### src/ubg_pkg.sv
// Package for the baud generator with auto-baud and wake-up: map, fields, states, rates
package ubg_pkg;

  // ****************************************************************
  // Register map (word index on the plain register port)
  // ****************************************************************
  localparam int unsigned AW = 3;
  localparam logic [2:0] ADDR_DIV_LO  = 3'h0;
  localparam logic [2:0] ADDR_DIV_HI  = 3'h1;
  localparam logic [2:0] ADDR_CTRL    = 3'h2;
  localparam logic [2:0] ADDR_STATUS  = 3'h3;
  localparam logic [2:0] ADDR_RX_DATA = 3'h4;

  // ****************************************************************
  // Control and status register field positions
  // ****************************************************************
  localparam int unsigned BIT_AUTOBAUD_ENABLE = 0;
  localparam int unsigned BIT_WUE   = 1;
  localparam int unsigned BIT_WIDE  = 2;
  localparam int unsigned BIT_HS    = 3;
  localparam int unsigned BIT_SYNC  = 4;
  localparam int unsigned BIT_IDLE  = 6;
  localparam int unsigned BIT_OVF   = 7;
  localparam int unsigned BIT_RECEIVE_INTERRUPT_FLAG  = 0;

  // ****************************************************************
  // Reset values
  // ****************************************************************
  localparam logic [15:0] DIV_RST  = 16'h0000;
  localparam logic [7:0]  CTRL_RST = 8'h00;

  // ****************************************************************
  // Timing: prescale shifts give divide by 64, 16, 4; calibration adds 3 (x8)
  // ****************************************************************
  localparam logic [3:0] SHIFT_DIV64 = 4'h6;
  localparam logic [3:0] SHIFT_DIV16 = 4'h4;
  localparam logic [3:0] SHIFT_DIV4  = 4'h2;
  localparam logic [3:0] SHIFT_ABD   = 4'h3;
  localparam logic [2:0] ABD_RISES   = 3'h5;
  localparam logic [15:0] ABD_START  = 16'h0001;

  // Control byte as it reads back, most significant field first
  typedef struct packed {
    logic ovf;
    logic idle;
    logic rsvd;
    logic sync;
    logic hs;
    logic wide;
    logic wake_up_enable;
    logic autobaud_enable;
  } ubg_ctrl_t;

  // Calibration sequence states
  typedef enum logic [1:0] {
    AB_IDLE,
    AB_WAIT_START,
    AB_WAIT_RISE1,
    AB_COUNT
  } ubg_ab_state_t;

endpackage

### src/ubg_baud_gen.sv
// Baud timer with auto-baud calibration and wake-up on break, with plain register port
`timescale 1ns/1ps
`default_nettype none

module ubg_baud_gen
(
  input  wire logic       clk,
  input  wire logic       rstn,
  input  wire logic [2:0] addr,
  input  wire logic [7:0] wr_data,
  input  wire logic       wr_en,
  input  wire logic       rd_en,
  output var  logic [7:0] rd_data,
  input  wire logic       rx_pin,
  input  wire logic       rx_char_done,
  input  wire logic       rx_busy,
  input  wire logic [7:0] rx_char,
  output var  logic       baud_tick,
  output var  logic       rx_hold,
  output var  logic       rx_int_flag,
  output var  logic       rx_idle
);

  // ****************************************************************
  // Functions
  // ****************************************************************

  // True on the last cycle of each 2**sh span of the prescaler
  function automatic logic presc_hit(input logic [8:0] c, input logic [3:0] sh);
    logic [8:0] mask;
    mask = (9'h001 << sh) - 9'h001;
    return (c & mask) == mask;
  endfunction

  // ****************************************************************
  // Pin synchroniser and edges
  // ****************************************************************
  logic rx_s1_r;
  logic rx_s2_r;
  logic rx_prev_r;
  wire  rx_rise = rx_s2_r & ~rx_prev_r;
  wire  rx_fall = ~rx_s2_r & rx_prev_r;

  // Idle line is high, so all stages reset high to avoid a false edge
  always_ff @(posedge clk or negedge rstn)
    if (!rstn)
    begin
      rx_s1_r   <= 1'b1;
      rx_s2_r   <= 1'b1;
      rx_prev_r <= 1'b1;
    end
    else
    begin
      rx_s1_r   <= rx_pin;
      rx_s2_r   <= rx_s1_r;
      rx_prev_r <= rx_s2_r;
    end

  // ****************************************************************
  // State declarations
  // ****************************************************************
  logic [15:0]            div_r;
  logic [15:0]            div_nxt;
  logic [15:0]            timer_r;
  logic [8:0]             presc_r;
  ubg_pkg::ubg_ctrl_t     ctrl_r;
  ubg_pkg::ubg_ab_state_t ab_state_r;
  ubg_pkg::ubg_ab_state_t ab_state_nxt;
  logic [2:0]             rises_r;
  logic                   wake_low_r;
  logic                   receive_interrupt_flag_r;
  logic                   tick_r;
  logic                   hold_r;
  logic                   idle_r;
  logic [7:0]             rdata_r;

  // ****************************************************************
  // Register port decode
  // ****************************************************************
  wire wr_lo   = wr_en && addr == ubg_pkg::ADDR_DIV_LO;
  wire wr_hi   = wr_en && addr == ubg_pkg::ADDR_DIV_HI;
  wire wr_ctrl = wr_en && addr == ubg_pkg::ADDR_CTRL;
  wire rd_rx   = rd_en && addr == ubg_pkg::ADDR_RX_DATA;
  wire div_wr  = wr_lo | wr_hi;

  // ****************************************************************
  // Rate selection
  // ****************************************************************

  // Synchronous mode always divides by 4: neither wide nor high-speed select changes the shift
  wire [3:0] base_shift =
    ctrl_r.sync ? (ctrl_r.wide ? ubg_pkg::SHIFT_DIV4 : ubg_pkg::SHIFT_DIV4) :
    (ctrl_r.wide & ctrl_r.hs)  ? ubg_pkg::SHIFT_DIV4 :
    (ctrl_r.wide | ctrl_r.hs)  ? ubg_pkg::SHIFT_DIV16 : ubg_pkg::SHIFT_DIV64;
  // Calibration always uses the asynchronous table, eight times slower
  wire [3:0] abd_shift =
    ((ctrl_r.wide & ctrl_r.hs) ? ubg_pkg::SHIFT_DIV4 :
     (ctrl_r.wide | ctrl_r.hs) ? ubg_pkg::SHIFT_DIV16 : ubg_pkg::SHIFT_DIV64)
    + ubg_pkg::SHIFT_ABD;
  wire base_en = presc_hit(presc_r, base_shift);
  wire abd_en  = presc_hit(presc_r, abd_shift);

  // ****************************************************************
  // Baud timer
  // ****************************************************************
  wire        ab_busy  = ab_state_r == ubg_pkg::AB_WAIT_RISE1 ||
                         ab_state_r == ubg_pkg::AB_COUNT;
  // Narrow mode compares only the low byte; high byte is ignored
  wire [15:0] div_cmp  = ctrl_r.wide ? div_r : {8'h00, div_r[7:0]};
  wire        timer_wr = timer_r >= div_cmp;

  // Free-running prescaler shared by both rate paths
  always_ff @(posedge clk or negedge rstn)
    if (!rstn)
      presc_r <= 9'h000;
    else
      presc_r <= presc_r + 9'h001;

  // Divisor write restarts the period at once; calibration parks the timer
  always_ff @(posedge clk or negedge rstn)
    if (!rstn)
    begin
      timer_r <= 16'h0000;
      tick_r  <= 1'b0;
    end
    else if (div_wr || ab_busy)
    begin
      timer_r <= 16'h0000;
      tick_r  <= 1'b0;
    end
    else if (base_en)
    begin
      timer_r <= timer_wr ? 16'h0000 : timer_r + 16'h0001;
      tick_r  <= timer_wr;
    end
    else
      tick_r  <= 1'b0;

  // ****************************************************************
  // Calibration sequence
  // ****************************************************************
  wire fifth_rise = ab_state_r == ubg_pkg::AB_COUNT && rx_rise &&
                    rises_r == ubg_pkg::ABD_RISES - 3'h1;
  wire cnt_step   = ab_state_r == ubg_pkg::AB_COUNT && abd_en && !fifth_rise;
  wire cnt_ovf    = cnt_step && div_r == 16'hFFFF;
  wire first_rise = ab_state_r == ubg_pkg::AB_WAIT_RISE1 && rx_rise;

  // Next state; early enable clear abandons the sequence from any state
  always_comb
  begin
    ab_state_nxt = ab_state_r;
    case (ab_state_r)
      ubg_pkg::AB_IDLE:
        if (ctrl_r.autobaud_enable && !ctrl_r.wake_up_enable)
          ab_state_nxt = ubg_pkg::AB_WAIT_START;
      ubg_pkg::AB_WAIT_START:
        if (rx_fall)
          ab_state_nxt = ubg_pkg::AB_WAIT_RISE1;
      ubg_pkg::AB_WAIT_RISE1:
        if (rx_rise)
          ab_state_nxt = ubg_pkg::AB_COUNT;
      ubg_pkg::AB_COUNT:
        if (fifth_rise)
          ab_state_nxt = ubg_pkg::AB_IDLE;
      default:
        ab_state_nxt = ubg_pkg::AB_IDLE;
    endcase
    if (!ctrl_r.autobaud_enable)
      ab_state_nxt = ubg_pkg::AB_IDLE;
  end

  always_ff @(posedge clk or negedge rstn)
    if (!rstn)
      ab_state_r <= ubg_pkg::AB_IDLE;
    else
      ab_state_r <= ab_state_nxt;

  // Rising edges seen since counting began
  always_ff @(posedge clk or negedge rstn)
    if (!rstn)
      rises_r <= 3'h0;
    else if (first_rise)
      rises_r <= 3'h1;
    else if (ab_state_r == ubg_pkg::AB_COUNT && rx_rise)
      rises_r <= rises_r + 3'h1;

  // ****************************************************************
  // Divisor pair: software bytes, or the calibration counter
  // ****************************************************************

  // Hardware counting wins over software writes while calibrating
  always_comb
  begin
    div_nxt = div_r;
    if (first_rise)
      div_nxt = ubg_pkg::ABD_START;
    else if (cnt_step)
      div_nxt = div_r + 16'h0001;
    else if (!ab_busy && wr_lo)
      div_nxt = {div_r[15:8], wr_data};
    else if (!ab_busy && wr_hi)
      div_nxt = {wr_data, div_r[7:0]};
  end

  always_ff @(posedge clk or negedge rstn)
    if (!rstn)
      div_r <= ubg_pkg::DIV_RST;
    else
      div_r <= div_nxt;

  // ****************************************************************
  // Control bits, wake-up watch
  // ****************************************************************
  wire wake_on   = ctrl_r.wake_up_enable && !ctrl_r.sync;
  wire wake_evt  = wake_on && !wake_low_r && rx_fall;
  wire break_end = wake_on && wake_low_r && rx_rise;

  // Hardware clears override a software write in the same cycle
  always_ff @(posedge clk or negedge rstn)
    if (!rstn)
      ctrl_r <= ubg_pkg::ubg_ctrl_t'(ubg_pkg::CTRL_RST);
    else
    begin
      if (wr_ctrl)
      begin
        ctrl_r.autobaud_enable <= wr_data[ubg_pkg::BIT_AUTOBAUD_ENABLE];
        ctrl_r.wake_up_enable   <= wr_data[ubg_pkg::BIT_WUE];
        ctrl_r.wide  <= wr_data[ubg_pkg::BIT_WIDE];
        ctrl_r.hs    <= wr_data[ubg_pkg::BIT_HS];
        ctrl_r.sync  <= wr_data[ubg_pkg::BIT_SYNC];
        if (!wr_data[ubg_pkg::BIT_OVF])
          ctrl_r.ovf <= 1'b0;
      end
      if (fifth_rise)
        ctrl_r.autobaud_enable <= 1'b0;
      if (cnt_ovf)
        ctrl_r.ovf <= 1'b1;
      if (break_end)
        ctrl_r.wake_up_enable <= 1'b0;
      ctrl_r.idle <= 1'b0;
      ctrl_r.rsvd <= 1'b0;
    end

  // Low phase of the break; dropped if software gives up the wake-up
  always_ff @(posedge clk or negedge rstn)
    if (!rstn)
      wake_low_r <= 1'b0;
    else if (!wake_on || break_end)
      wake_low_r <= 1'b0;
    else if (wake_evt)
      wake_low_r <= 1'b1;

  // ****************************************************************
  // Receive flag, hold and idle
  // ****************************************************************
  wire receive_interrupt_flag_set = fifth_rise | cnt_ovf | wake_evt |
                  (rx_char_done && !hold_r);

  // A set in the same cycle as the clearing read wins
  always_ff @(posedge clk or negedge rstn)
    if (!rstn)
      receive_interrupt_flag_r <= 1'b0;
    else if (receive_interrupt_flag_set)
      receive_interrupt_flag_r <= 1'b1;
    else if (rd_rx)
      receive_interrupt_flag_r <= 1'b0;

  // Receiver held while calibrating or watching for a break
  always_ff @(posedge clk or negedge rstn)
    if (!rstn)
    begin
      hold_r <= 1'b0;
      idle_r <= 1'b1;
    end
    else
    begin
      hold_r <= ctrl_r.autobaud_enable | wake_on;
      idle_r <= !rx_busy && !ab_busy;
    end

  // ****************************************************************
  // Read data, valid in the cycle after the strobe
  // ****************************************************************
  ubg_pkg::ubg_ctrl_t ctrl_view;
  always_comb
  begin
    ctrl_view      = ctrl_r;
    ctrl_view.idle = idle_r;
  end

  wire [7:0] rd_mux =
    addr == ubg_pkg::ADDR_DIV_LO  ? div_r[7:0] :
    addr == ubg_pkg::ADDR_DIV_HI  ? div_r[15:8] :
    addr == ubg_pkg::ADDR_CTRL    ? ctrl_view :
    addr == ubg_pkg::ADDR_STATUS  ? {7'h00, receive_interrupt_flag_r} :
    addr == ubg_pkg::ADDR_RX_DATA ? rx_char : 8'h00;

  always_ff @(posedge clk or negedge rstn)
    if (!rstn)
      rdata_r <= 8'h00;
    else
      rdata_r <= rd_en ? rd_mux : 8'h00;

  assign rd_data     = rdata_r;
  assign baud_tick   = tick_r;
  assign rx_hold     = hold_r;
  assign rx_int_flag = receive_interrupt_flag_r;
  assign rx_idle     = idle_r;
endmodule

`default_nettype wire

### config.mk
export PLATFORM = sky130hd
export DESIGN_NAME = ubg_baud_gen
export DESIGN_NICKNAME = d
export VERILOG_FILES = /design/src/ubg_pkg.sv /design/src/ubg_baud_gen.sv
export SDC_FILE = /design/constraint.sdc
export NUM_CORES = 1
export LEC_CHECK = 0
export ABC_AREA = 1
export ABC_CLOCK_PERIOD_IN_PS = 4500
export BUFFER_PORTS_ARGS = -buffer_cell sky130_fd_sc_hd__clkbuf_2
export CORE_ASPECT_RATIO = 1.4
export CORE_MARGIN = 2
export CORE_UTILIZATION = 35
export DETAILED_ROUTE_END_ITERATION = 8
export PLACE_DENSITY = 0.52
export RECOVER_POWER = 100
export SLEW_MARGIN = 20
export SYNTH_ARGS = -nofsm -noshare
export SYNTH_HDL_FRONTEND = slang
export SYNTH_SLANG_ARGS = --single-unit
### constraint.sdc
create_clock -name clk -period 4.5 [get_ports clk]
set_input_delay 0 -clock clk [delete_from_list [all_inputs] [get_ports clk]]
set_output_delay 0 -clock clk [all_outputs]
set_load 0.01 [all_outputs]
==> summary.md <==
| Metric | Value |
|---|---|
| FF/Latch Area | `1707 sq um` |
| Failing checks | `max-capacitance violations, max-slew violations` |
| Final setup viols | `0` |
| Hold Slack | `0.008694 ns` |
| # rows | `48` |
| CP Class | `flip-flop to flip-flop` |
| Sequential share of the synthesized area | `0.3913` |
| Worst Hold Launch | `rx_char[1]` |
| Drt first pass iters | `4` |
| Cell Pwr Density | `505.1 nW/um^2` |
| Worst Path Required | `4.69 ns` |
| Peak supply drop | `0.2148 mV` |
| DIE AREA | `13380 sq um` |
| Vias | `3885` |
| Outcome | `finished with violations` |
| Mapped Cells | `579` |
| Gr usage total | `0.1865` |
| Mean post-synth cell area | `7.533 sq um` |
| Place WS | `2.305 ns` |
| Core area | `12250 sq um` |
| Largest net degree at the start of global routing | `59` |
| Port Buf Inserts | `37` |
| Initial antenna violation count | `0` |
| Util after Layout | `0.4151` |
| RSZ-0062 raised after global routing | `false` |
| Clk slew on worst S/H paths | `0.05 ns` |
| Clock buffer depth | `2` |
| Seq cells post-synth | `68` |
| CP max FO | `17` |
| CP top delay family | `simple AND/OR/NAND/NOR gates` |
| Worst-Skew Late Latency | `0.34 ns` |
| Routed vias/inst | `4.936` |
| Slowest cell delay on critical path | `0.82 ns` |
| Die Y | `136.1 um` |
| Fmax | `362.5 MHz` |
| Max_cap viols | `1` |
| WHS Path Cells | `3` |
| Placer congestion estimate | `0.8726` |
| Initial drt markers | `214` |
| Static Leakage | `2.483 nW` |
| Setup TNS | `0 ns` |
| Root Buffer | `clkbuf_16` |
| Fill cell count | `1292` |
| I/O pin count | `38` |
| Antenna violation net count after detailed routing | `0` |
| CP max-delay cell | `nor2_1` |
| Minimum clock period | `2.759 ns` |
| Crit path to | `div_r[5]` |
| TritonCTS clock tree | `done` |
| Synth unique cells | `41` |
| Nets@finish | `686` |
| Total wire length | `12080 um` |
| Critical path buffers and inverters | `1` |
| Crit path cell chain | `inv_1 -> ha_1 -> or2_0 -> nand4_2 -> nor2_1 -> nor3_1 -> nand2_1 -> o21ai_0` |
| Multi-input logic area | `2292 sq um` |
| Slew @ Worst Pin | `1.511 ns` |
| Worst Skew | `0.007267 ns` |
| Critical path arrival | `2.95 ns` |
| Setup bufs post-CTS | `0` |
| CP Launch Type | `flip-flop` |
| Hpwl dp | `9525 um` |
| Total Power | `2.569 mW` |
| Most frequent cells in the layout | `nand2_1, inv_1, dfrtp_1, nor2_1, o21ai_0` |
| Detailed-route DRC error count | `0` |
| Layout cells sized above 1 | `0.08948` |
| Worst R2R End | `div_r[5]` |
| Cell Area, Synth | `4362 sq um` |
| Num CTS Buffers | `9` |
| R2R setup slack | `1.74 ns` |
| Die W | `98.35 um` |
| Crit end category | `flip-flop` |
| FF-to-FF path depth | `8` |
| WP depth | `8` |
| Clock sinks | `68` |
| GRT Residual Overflow | `0` |
| Final WS setup | `1.741 ns` |
| Layout overhead on the synthesized area | `16.61%` |
| Critical path origin | `ctrl_r[2]` |
| Slew headroom | `-0.007286` |
| H-tree lvl count | `3` |
| Commonest non-fill, non-tap cell in the layout | `nand2_1` |
| Vias in the first global route | `3994` |
| First-pass GRT wire length | `19410 um` |
| Min-delay worst type | `primary input to flip-flop` |
| Mapped Nets | `633` |
| Final period util | `0.6131` |
| Initial Util | `0.3560` |
| FF-to-FF Start | `ctrl_r[2]` |
| Fin. max-slew vios | `59` |
| Ant diodes | `0` |
| Yosys warns | `0` |
| WL/cell | `15.34 um` |
| Fin. Hold Viols | `0` |
## synth_stat cells (all sizes together)
master | n | area [sq um]
nor2 | 66 | 280.3
a21boi | 4 | 30.03
nand2 | 168 | 643.1
buf | 5 | 40.04
nand4 | 12 | 81.33
dfstp | 4 | 105.1
o22ai | 1 | 6.260
clkbuf | 1 | 3.750
o21bai | 3 | 26.27
inv | 74 | 277.8
ha | 28 | 350.3
xor2 | 20 | 175.2
nand3b | 2 | 15.01
nand3 | 29 | 160.2
a22oi | 6 | 45.04
xnor2 | 3 | 26.28
nor3 | 15 | 95.09
or2 | 3 | 18.77
o21a | 2 | 15.01
o2111ai | 1 | 8.760
and3 | 1 | 6.260
a211oi | 2 | 15.01
o21ai | 34 | 173.9
clkinv | 1 | 3.750
dfrtp | 64 | 1602
a21oi | 29 | 148.9
a221oi | 1 | 8.760
## sequential cells by signal, indices dropped and copies added (netlist names)
signal,flops
rd_data,8
rx_int_flag,1
presc_r,9
rx_s2_r,1
rx_idle,1
timer_r,16
rx_prev_r,1
div_r,16
baud_tick,1
rises_r,3
rx_s1_r,1
ctrl_r,6
ab_state_r,2
rx_hold,1
wake_low_r,1
## final cells by class
type,count,share of cell area
multi-input combinational,430,0.4507
clock buffer,12,0.05043
sequential,68,0.3355
inverter,75,0.05535
clock inverter,4,0.01870
timing repair buffer,48,0.05240
tap,150,0.03690
## worst min path at each step
stage                    end  slack [ns]
3_5_place_dp      timer_r[4]       -0.11
4_1_cts           rd_data[1]       0.006
3_3_place_gp      timer_r[4]       -0.11
6_report          rd_data[1]       0.009
2_1_floorplan  ab_state_r[0]       -0.30
5_1_grt           rd_data[2]        0.03
## per-stage QoR
stage / cell area, sq um / std cells
floorplan: 4362 / 579
global placement: 4706 / 762
detailed placement: 4706 / 762
CTS: 5147 / 787
global route: 5086 / 787
finish: 5086 / 787
## tightest hold or removal path, stage by stage
cell	delay, ns
clkbuf_2	0.08
a22oi_1	0.08
a21oi_1	0.14
## timing repair
| item | in CTS | in global routing |
|---|---|---|
| resized for setup | 0 | 0 |
| hold buffers | 9 | 0 |
| endpoints found under the hold margin | 23 | 0 |
| endpoints found under the setup margin | 0 | 0 |
## cells by family after synthesis
group | Yosys count | share of synthesized area
compound gates | 83 | 0.1096
xor+xnor | 23 | 0.04619
fa+ha+maj | 28 | 0.08032
buf+inv | 81 | 0.07458
flops | 68 | 0.3913
simple gates | 296 | 0.2980
## layer usage
metal / up-vias / GRT usage / part of all wire
met5: - / 0 / 0
met4: 0 / 0.1073 / 0.045
met3: 32 / 0.02005 / 0.020
met2: 61 / 0.3556 / 0.54
met1: 1823 / 0.1959 / 0.39
li1: 1969 / - / -
## where the power goes
part | switching, mW | leakage (nW) | internal, mW | total (mW)
registers | 0.197 | 0.877 | 0.744 | 0.941
clock network | 0.269 | 0.173 | 0.571 | 0.840
logic | 0.515 | 1.43 | 0.272 | 0.788
total | 0.982 | 2.48 | 1.59 | 2.57
No activity file was read; power rests on OpenSTA's default activity.
